### src/rtl/fpm_pkg.sv
/*
 package for the process-data mapper: register map, field layout, reset
 values, parameter selectors and the carriers that group related signals.
 assumes nothing beyond a synthesizable SystemVerilog tool flow.
*/
package fpm_pkg;

   localparam int          NUM_MOD        = 8;
   localparam int          COMM_IN_BYTES  = 5;
   localparam int          MOD_IN_BYTES   = 8;
   localparam int          MOD_OUT_BYTES  = 3;

   // register byte addresses
   localparam logic [11:0] OFS_CTRL       = 12'h000;
   localparam logic [11:0] OFS_STATUS     = 12'h004;
   localparam logic [11:0] OFS_COMM_TEMP  = 12'h008;
   localparam logic [11:0] OFS_DIAG_EN    = 12'h00c;
   localparam logic [11:0] OFS_MOD_FAIL   = 12'h010;
   localparam logic [11:0] OFS_CHAN_ERR   = 12'h014;
   localparam logic [11:0] OFS_COMM_DIAG  = 12'h018;
   localparam logic [11:0] OFS_COMM_W0    = 12'h01c;
   localparam logic [11:0] OFS_COMM_W1    = 12'h020;
   localparam logic [11:0] OFS_IOPS       = 12'h024;
   localparam logic [11:0] OFS_IOPS_HI    = 12'h028;
   localparam logic [11:0] OFS_MOD_BASE   = 12'h100;
   localparam logic [11:0] MOD_STRIDE     = 12'h020;
   // per-module sub-offsets
   localparam logic [4:0]  SUB_OBJ        = 5'h00;
   localparam logic [4:0]  SUB_INT        = 5'h04;
   localparam logic [4:0]  SUB_OUT        = 5'h08;
   localparam logic [4:0]  SUB_EMIS       = 5'h0c;
   localparam logic [4:0]  SUB_LASER_BG   = 5'h10;
   localparam logic [4:0]  SUB_AVG_PEAK   = 5'h14;
   localparam logic [4:0]  SUB_VAL_SP     = 5'h18;
   localparam logic [4:0]  SUB_DIAG       = 5'h1c;

   // ctrl fields and diagnosis bit positions
   localparam int          CTRL_DX_BIT    = 0;
   localparam int          CTRL_HOLD_BIT  = 1;
   localparam int          CTRL_PDIAG_BIT = 2;
   localparam int          COMM_DIAG_BIT  = 2;
   localparam int          MOD_DIAG_BIT   = 6;

   // parameter selectors
   typedef enum logic [7:0] {
      SEL_IGNORE = 8'h00,
      SEL_EMIS   = 8'h01,
      SEL_LASER  = 8'h02,
      SEL_BG     = 8'h03,
      SEL_AVG    = 8'h04,
      SEL_PEAK   = 8'h05,
      SEL_VALLEY = 8'h06,
      SEL_SETPT  = 8'h07
   } fpm_sel_t;

   localparam logic [15:0] LASER_OFF      = 16'h0000;
   localparam logic [15:0] LASER_ON       = 16'h0001;
   localparam logic [15:0] LASER_FLASH    = 16'h0002;
   localparam logic [15:0] EMIS_MIN       = 16'h0064;
   localparam logic [15:0] EMIS_MAX       = 16'h044c;
   localparam logic [15:0] RST_EMIS       = 16'h03b6;
   localparam logic [15:0] RST_BG         = 16'h0017;
   localparam logic [15:0] RST_SETPT      = 16'h01f4;
   localparam logic [7:0]  IOPS_GOOD      = 8'h80;
   localparam logic [7:0]  IOPS_BAD       = 8'h00;

   typedef struct packed {
      logic [15:0] emis;
      logic [1:0]  laser;
      logic [15:0] bg;
      logic [15:0] avg;
      logic [15:0] peak;
      logic [15:0] valley;
      logic [15:0] setpt;
   } fpm_param_t;

   typedef struct packed {
      logic [31:0] obj;
      logic [31:0] intern;
   } fpm_temp_t;

   // host-side bus outputs
   typedef struct packed {
      logic [31:0] hrdata;
      logic        hreadyout;
      logic        hresp;
   } fpm_ahb_rsp_t;

endpackage : fpm_pkg

### src/rtl/fpm_mapper.sv
/*
 cyclic process-data mapper for a fieldbus i/o device: one communicator
 slot and eight pyrometer slots, with parameter decode and diagnostics.
 assumes an ahb-lite master on hclk, single word transfers, and sensor-side
 logic that feeds temperatures and communication-fail levels synchronously.
*/
`timescale 1ns/1ps

module fpm_mapper
   import fpm_pkg::*;
(
   input  wire logic                    hclk,
   input  wire logic                    hresetn,
   input  wire logic                    hsel,
   input  wire logic [31:0]             haddr,
   input  wire logic [1:0]              htrans,
   input  wire logic                    hwrite,
   input  wire logic [2:0]              hsize,
   input  wire logic [31:0]             hwdata,
   input  wire logic                    hready,
   output fpm_ahb_rsp_t                 ahb_rsp,
   input  wire logic                    trigger_in,
   input  wire logic [31:0]             station_temp,
   input  fpm_temp_t [NUM_MOD-1:0]      mod_temp,
   input  wire logic [NUM_MOD-1:0]      mod_comm_fail,
   input  wire logic [NUM_MOD-1:0]      mod_ext_err,
   output fpm_param_t [NUM_MOD-1:0]     mod_param,
   output logic [NUM_MOD-1:0]           param_upd,
   output logic                         problem_ind,
   output logic                         diag_alarm,
   output logic                         station_problem
);

   // bus data-phase state
   logic                  dp_valid;
   logic                  dp_write;
   logic [11:0]           dp_addr;

   // control and parameter state
   logic                  dx_mode;
   logic                  hold_on_fault;
   logic                  periph_diag_en;
   logic [NUM_MOD-1:0]    diag_en;
   logic [NUM_MOD-1:0]    chan_err;
   logic [NUM_MOD-1:0]    fail_q;
   logic [NUM_MOD-1:0]    alarm_lat;
   fpm_temp_t [NUM_MOD-1:0] pd;
   logic [7:0]            comm_diag;
   logic [31:0]           station_pd;
   logic [7:0]            trig_byte;
   logic [31:0]           next_rdata;
   logic [11:0]           rd_addr;
   logic [7:0]            iops [NUM_MOD];

   logic [NUM_MOD-1:0]    out_we;
   logic [NUM_MOD-1:0]    fwd_fail;

   // decode: is address inside module window, which slot
   function automatic logic in_mod(input logic [11:0] a);
      in_mod = (a >= OFS_MOD_BASE) && (a < OFS_MOD_BASE + 12'(NUM_MOD) * MOD_STRIDE);
   endfunction

   function automatic logic [2:0] mod_idx(input logic [11:0] a);
      logic [11:0] rel;
      rel = a - OFS_MOD_BASE;
      mod_idx = rel[7:5];
   endfunction

   // address phase capture; slave is always ready, zero wait states
   always_ff @(posedge hclk or negedge hresetn) begin
      if (!hresetn) begin
         dp_valid <= 1'b0;
         dp_write <= 1'b0;
         dp_addr  <= 12'h000;
      end else if (hready) begin
         dp_valid <= hsel && htrans[1];
         dp_write <= hwrite;
         dp_addr  <= {haddr[11:2], 2'b00};
      end
   end

   // controller output frame written in one word: {8'h0, sel, value hi, value lo}
   always_comb begin
      for (int i = 0; i < NUM_MOD; i++) begin
         out_we[i] = dp_valid && dp_write && in_mod(dp_addr)
                     && (mod_idx(dp_addr) == 3'(i))
                     && (dp_addr[4:0] == SUB_OUT);
      end
   end

   // control register
   always_ff @(posedge hclk or negedge hresetn) begin
      if (!hresetn) begin
         dx_mode        <= 1'b0;
         hold_on_fault  <= 1'b0;
         periph_diag_en <= 1'b0;
         diag_en        <= '0;
      end else if (dp_valid && dp_write) begin
         if (dp_addr == OFS_CTRL) begin
            dx_mode        <= hwdata[CTRL_DX_BIT];
            hold_on_fault  <= hwdata[CTRL_HOLD_BIT];
            periph_diag_en <= hwdata[CTRL_PDIAG_BIT];
         end
         if (dp_addr == OFS_DIAG_EN)
            diag_en <= hwdata[NUM_MOD-1:0];
      end
   end

   // per-module parameter decode and update
   generate
      for (genvar g = 0; g < NUM_MOD; g++) begin : g_mod
         logic [7:0]  sel;
         logic [15:0] val;
         assign sel = hwdata[23:16];
         assign val = {hwdata[15:8], hwdata[7:0]};

         always_ff @(posedge hclk or negedge hresetn) begin
            if (!hresetn) begin
               mod_param[g] <= '{emis: RST_EMIS, laser: 2'b00, bg: RST_BG,
                                 avg: 16'h0000, peak: 16'h0000,
                                 valley: 16'h0000, setpt: RST_SETPT};
               param_upd[g] <= 1'b0;
            end else begin
               param_upd[g] <= 1'b0;
               // frames outside data exchange or with selector 0 change no parameter
               if (out_we[g] && dx_mode && sel != SEL_IGNORE) begin
                  case (sel)
                     SEL_EMIS: begin
                        if (val >= EMIS_MIN && val <= EMIS_MAX) begin
                           mod_param[g].emis <= val;
                           param_upd[g]      <= 1'b1;
                        end
                     end
                     SEL_LASER: begin
                        if (val == LASER_OFF || val == LASER_ON || val == LASER_FLASH) begin
                           mod_param[g].laser <= val[1:0];
                           param_upd[g]       <= 1'b1;
                        end
                     end
                     SEL_BG: begin
                        mod_param[g].bg <= val;
                        param_upd[g]    <= 1'b1;
                     end
                     SEL_AVG: begin
                        mod_param[g].avg <= val;
                        param_upd[g]     <= 1'b1;
                     end
                     SEL_PEAK: begin
                        mod_param[g].peak <= val;
                        param_upd[g]      <= 1'b1;
                     end
                     SEL_VALLEY: begin
                        mod_param[g].valley <= val;
                        param_upd[g]        <= 1'b1;
                     end
                     SEL_SETPT: begin
                        mod_param[g].setpt <= val;
                        param_upd[g]       <= 1'b1;
                     end
                     default: begin
                        param_upd[g] <= 1'b0;                       // unknown selector dropped
                     end
                  endcase
               end
            end
         end

         // process data image: zero or hold on fault
         always_ff @(posedge hclk or negedge hresetn) begin
            if (!hresetn) begin
               pd[g] <= '0;
            end else if (mod_comm_fail[g]) begin
               if (!hold_on_fault)
                  pd[g] <= '0;
            end else begin
               pd[g] <= mod_temp[g];
            end
         end
      end
   endgenerate

   // station frame: trigger byte, then temperature
   always_ff @(posedge hclk or negedge hresetn) begin
      if (!hresetn) begin
         trig_byte  <= 8'h00;
         station_pd <= 32'h0000_0000;
      end else begin
         trig_byte  <= {7'h00, trigger_in};
         station_pd <= station_temp;
      end
   end

   // diagnostics: fail history, channel errors, alarms
   assign fwd_fail = mod_comm_fail & diag_en;

   always_ff @(posedge hclk or negedge hresetn) begin
      if (!hresetn) begin
         fail_q    <= '0;
         chan_err  <= '0;
         alarm_lat <= '0;
      end else begin
         fail_q <= mod_comm_fail;
         // sticky; set wins over a software clear in the same cycle
         for (int i = 0; i < NUM_MOD; i++) begin
            if ((mod_ext_err[i] && diag_en[i]) ||
                (out_we[i] && !dx_mode && hwdata[23:16] != SEL_IGNORE))
               chan_err[i] <= 1'b1;
            else if (dp_valid && dp_write && dp_addr == OFS_CHAN_ERR && hwdata[i])
               chan_err[i] <= 1'b0;
         end
         alarm_lat <= fwd_fail & ~fail_q;
      end
   end

   // communicator diagnosis byte and frame-level indications
   always_ff @(posedge hclk or negedge hresetn) begin
      if (!hresetn) begin
         comm_diag       <= 8'h00;
         problem_ind     <= 1'b0;
         diag_alarm      <= 1'b0;
         station_problem <= 1'b0;
      end else begin
         comm_diag                <= 8'h00;
         comm_diag[COMM_DIAG_BIT] <= |mod_comm_fail;
         problem_ind     <= |fwd_fail;
         // one-cycle alarm pulse on each new forwarded fault, only while periph_diag_en is set
         diag_alarm      <= periph_diag_en && (|(fwd_fail & ~fail_q));
         station_problem <= |(fwd_fail & ~fail_q);
      end
   end

   // read address taken in the address phase so read data can be registered
   assign rd_addr = {haddr[11:2], 2'b00};

   // read mux; big-endian words as the controller sees them
   always_comb begin
      logic [2:0] mi;
      mi         = mod_idx(rd_addr);
      next_rdata = 32'h0000_0000;
      if (in_mod(rd_addr)) begin
         case (rd_addr[4:0])
            SUB_OBJ:      next_rdata = pd[mi].obj;
            SUB_INT:      next_rdata = pd[mi].intern;
            SUB_EMIS:     next_rdata = {16'h0000, mod_param[mi].emis};
            SUB_LASER_BG: next_rdata = {14'h0000, mod_param[mi].laser, mod_param[mi].bg};
            SUB_AVG_PEAK: next_rdata = {mod_param[mi].avg, mod_param[mi].peak};
            SUB_VAL_SP:   next_rdata = {mod_param[mi].valley, mod_param[mi].setpt};
            SUB_DIAG:     next_rdata = {24'h00_0000, 1'b0,
                                        mod_comm_fail[mi] && diag_en[mi], 6'h00};
            default:      next_rdata = 32'h0000_0000;
         endcase
      end else begin
         case (rd_addr)
            OFS_CTRL:      next_rdata = {29'h0, periph_diag_en, hold_on_fault, dx_mode};
            OFS_STATUS:    next_rdata = {30'h0, station_problem, problem_ind};
            OFS_COMM_TEMP: next_rdata = station_pd;
            OFS_DIAG_EN:   next_rdata = {24'h0, diag_en};
            OFS_MOD_FAIL:  next_rdata = {24'h0, mod_comm_fail};
            OFS_CHAN_ERR:  next_rdata = {24'h0, chan_err};
            OFS_COMM_DIAG: next_rdata = {24'h0, comm_diag};
            OFS_COMM_W0:   next_rdata = {trig_byte, station_pd[31:8]};
            OFS_COMM_W1:   next_rdata = {station_pd[7:0], 24'h00_0000};
            OFS_IOPS:      next_rdata = {iops[3], iops[2], iops[1], iops[0]};
            OFS_IOPS_HI:   next_rdata = {iops[7], iops[6], iops[5], iops[4]};
            default:       next_rdata = 32'h0000_0000;
         endcase
      end
   end

   // qualifier bytes for all eight slots, four per word
   always_comb begin
      for (int i = 0; i < NUM_MOD; i++)
         iops[i] = mod_comm_fail[i] ? IOPS_BAD : IOPS_GOOD;
   end

   // read data captured at the address phase, stands through the data phase;
   // limitation: a read right behind a write to the same word sees the old value
   always_ff @(posedge hclk or negedge hresetn) begin
      if (!hresetn) begin
         ahb_rsp <= '{hrdata: 32'h0000_0000, hreadyout: 1'b1, hresp: 1'b0};
      end else begin
         ahb_rsp.hreadyout <= 1'b1;                                 // zero wait states
         ahb_rsp.hresp     <= 1'b0;                                 // always okay
         if (hready && hsel && htrans[1] && !hwrite)
            ahb_rsp.hrdata <= next_rdata;
      end
   end

endmodule // fpm_mapper

### config.mk
export PLATFORM = sky130hd
export DESIGN_NAME = fpm_mapper
export DESIGN_NICKNAME = d
export VERILOG_FILES = /design/src/rtl/fpm_pkg.sv /design/src/rtl/fpm_mapper.sv
export SDC_FILE = /design/constraint.sdc
export NUM_CORES = 2
export LEC_CHECK = 0
export BUFFER_PORTS_ARGS = -buffer_cell sky130_fd_sc_hd__buf_2
export CAP_MARGIN = 20
export CORE_AREA = 2 2 565 567
export CTS_CLUSTER_DIAMETER = 150
export CTS_CLUSTER_SIZE = 25
export DETAILED_ROUTE_END_ITERATION = 6
export DIE_AREA = 0 0 567 569
export HOLD_SLACK_MARGIN = 0.08
export PLACE_DENSITY = 0.49
export SYNTH_ARGS = -nofsm -noshare
export SYNTH_HDL_FRONTEND = slang
export SYNTH_SLANG_ARGS = --single-unit
### constraint.sdc
create_clock -name hclk -period 3.5 [get_ports hclk]
set_clock_uncertainty 0.15 [all_clocks]
set_input_delay 0.7 -clock hclk [delete_from_list [all_inputs] [get_ports hclk]]
set_output_delay 0.7 -clock hclk [all_outputs]
set_load 0.01 [all_outputs]
==> reports/summary.txt <==
first-pass iteration count of the detailed router - 6
crit path DAT - 3.83 ns
most frequent cells in the layout - 1,415 x buf_2, 1,275 x dfrtp_1, 838 x mux2_2
clk slew on worst S/H paths - 0.11 ns
Worst path max stage delay - 0.85 ns
worst setup margin - 0.246 ns
Mapped Area - 65,800 um2
status - complete, no violations
fill count - 32,912
FP Rows - 207
routed len/inst - 36.5 um
fin nets - 8,189
GRT met1 Usage - 0.333
final slew viol count - 0
vias in the first global route - 57,906
WHS - 0.122 ns
Syn Area/Cell - 12.1 um2
Synth async-reset ratio - 1.00
Rel. slew slack - 0.220
Core Region - 317,000 um2
Die Wd - 567 um
non-filler instance count after layout - 11,840
later-pin clock latency in the skew report - 0.84 ns
Final period util - 0.930
Routed Antenna Nets - 0
MaxCap Viol Count - 0
slowest stage cell, crit path - nor2_4
CTS tree - built
Crit Path Category - flop to flop
met3 usage - 0.0690
grt ovf - 0
Port Buffers - 1,427
CTS H-tree depth - 3
RSZ-0062 raised after global routing - no
library cells used by synthesis - 74
CP required - 4.08 ns
worst slew pin tran - 1.17 ns
Setup crit start kind - flop
detail-routed via count per cell - 4.89
Synth Flop Type - dfrtp_1
Setup TNS - 0 ns
Cells after DPL - 11,083
post-place setup slack - -0.284 ns
starting density of the core - 0.208
total CTS buffers - 77
Register-to-Register Path Depth - 8
CP Capture Type - flop
Fmax - 0.307 GHz
largest net degree at the start of global routing - 149
GP Congestion - 0.907
CTS root buffer - clkbuf_16
setup bufs post-CTS - 0
I/O pin count - 1,464
Fin. Hold Viols - 0
initial antenna violation count - 136
EDFF count, synth - 0
Area Growth Syn to Fin - 37.2%
Yosys Warn Count - 0
hpwl dp - 341,000 um
#FFs+latches synth - 1,412
final setup fails - 0
busiest grt layer - met2
commonest non-fill, non-tap cell in the layout - buf_2
routed wire length - 432,000 um
drc violations - 0
VDD IR-drop max - 0.309 mV
R2R setup slack - 0.25 ns
Crit Path Max Fanout - 16
Die Y - 569 um
Clock Path Buffers - 4
Min-Delay Path Class - primary input to flop
gr usage total - 0.260
fin util - 0.285
layout cells sized above 1 - 0.437
worst hold path cell count - 3
Die ar. - 323,000 um2
crit path cell chain - nor4b_2 -> buf_4 -> nand3_1 -> nor3b_2 -> buf_12 -> nand3_4 -> nor2_4 -> mux2_2
register area share after synthesis - 0.540
met2 usage - 0.403
first-pass GRT wire length - 563,000 um
min Tclk post-route - 3.25 ns
1st-iter DRT viols - 5,597
via count - 57,864
Pleak - 0.0444 uW
Post-Syn Nets - 6,073
# clock sinks - 1,412
PD cells - 370 nW/um2
Synth Instances - 5,438
==> worst paths after layout <==
kind | startpoint | endpoint
worst min-delay path | mod_temp[502] | pd[502]
worst max-delay path | dp_addr[11] | mod_param[173]
max in group asynchronous | hresetn | mod_param[358]
worst min register to register | pd[416] | pd[416]
worst max register to register | dp_addr[11] | mod_param[173]
min in group asynchronous | hresetn | pd[496]
==> area by class of cell <==
type	instances	area, um2	area share
Sequential cell	1412	35500	0.393
Antenna cell	62	155	0.00172
Tap cell	4180	5230	0.0580
Inverter	521	1960	0.0217
Multi-Input combinational cell	3028	26400	0.293
Clock inverter	16	273	0.00302
Clock buffer	107	2090	0.0232
Timing Repair Buffer	2514	18600	0.206
==> worst max-delay path: cells and delay by family (launching register included) <==
| kind | cells | cell delay (ns) |
|---|---|---|
| buffers and inverters | 2 | 0.36 |
| DFF | 1 | 0.41 |
| muxes | 1 | 0.43 |
| and+or+nand+nor | 5 | 1.74 |
==> metrics by stage <==
stage / power, uW / area (um2)
after global routing: 34600 / 90100
after detailed placement: 22400 / 82000
after floorplan: 19300 / 65800
after global placement: 22300 / 82000
final: 33400 / 90200
after CTS: 33800 / 90100
==> cells in the mapped netlist, types with 6 or more instances <==
library cell / instances / area (um2)
dfrtp_1: 1276 / 31900
clkbuf_1: 307 / 1150
nand3_1: 505 / 2530
o211ai_1: 6 / 45.0
mux4_2: 215 / 4840
buf_4: 41 / 308
nand2_1: 114 / 428
nand2b_1: 9 / 56.3
and2_1: 12 / 75.1
mux2i_1: 160 / 1600
a22o_1: 11 / 96.3
buf_2: 69 / 345
and3_1: 7 / 43.8
o22ai_1: 113 / 707
buf_6: 10 / 113
inv_1: 519 / 1950
nor2_1: 57 / 214
nor2_2: 25 / 156
nor2b_1: 45 / 282
a31oi_1: 6 / 37.5
o21ai_0: 561 / 2810
nor2_4: 13 / 146
nand2_4: 8 / 90.1
or3_1: 9 / 56.3
dfstp_2: 136 / 3570
a221oi_1: 109 / 955
a21oi_1: 38 / 190
nand3b_1: 6 / 45.0
a22oi_1: 72 / 541
mux2_2: 838 / 9440
nor3_1: 9 / 45.0
buf_1: 45 / 169
==> where the power goes <==
group	switching [uW]	internal, uW
registers	468	16900
clock network	6370	4440
logic	3160	2020
==> state kept, by name, indices dropped and copies added, names as in the netlist, 8 cells and up <==
register / flops
ahb_rsp: 32
chan_err: 8
diag_en: 8
dp_addr: 10
fail_q: 8
mod_param: 784
param_upd: 8
pd: 512
station_pd: 32
==> timing repair <==
item,in CTS,in global routing
endpoints found under the hold margin,597,0
hold buffers,572,0
resized for setup,0,0
==> metal layers <==
layer,share of wire,routed length [um]
met5,0.0011,462
met4,0.058,24900
met3,0.083,35700
met2,0.44,192000
met1,0.41,179000
==> kinds of logic (layout without fill, tap and decap cells) <==
family / Yosys count / in the layout / synth area share
multiplexers: 1216 / 1216 / 0.242
AND/OR/NAND/NOR: 867 / 867 / 0.0707
flip-flops: 1412 / 1412 / 0.540
other: 2 / 64 / 0.000114
buffers and inverters: 998 / 3158 / 0.0623
AO/OA/AOI/OAI: 943 / 943 / 0.0853
Note: power is estimated with default switching activity, not from simulation.
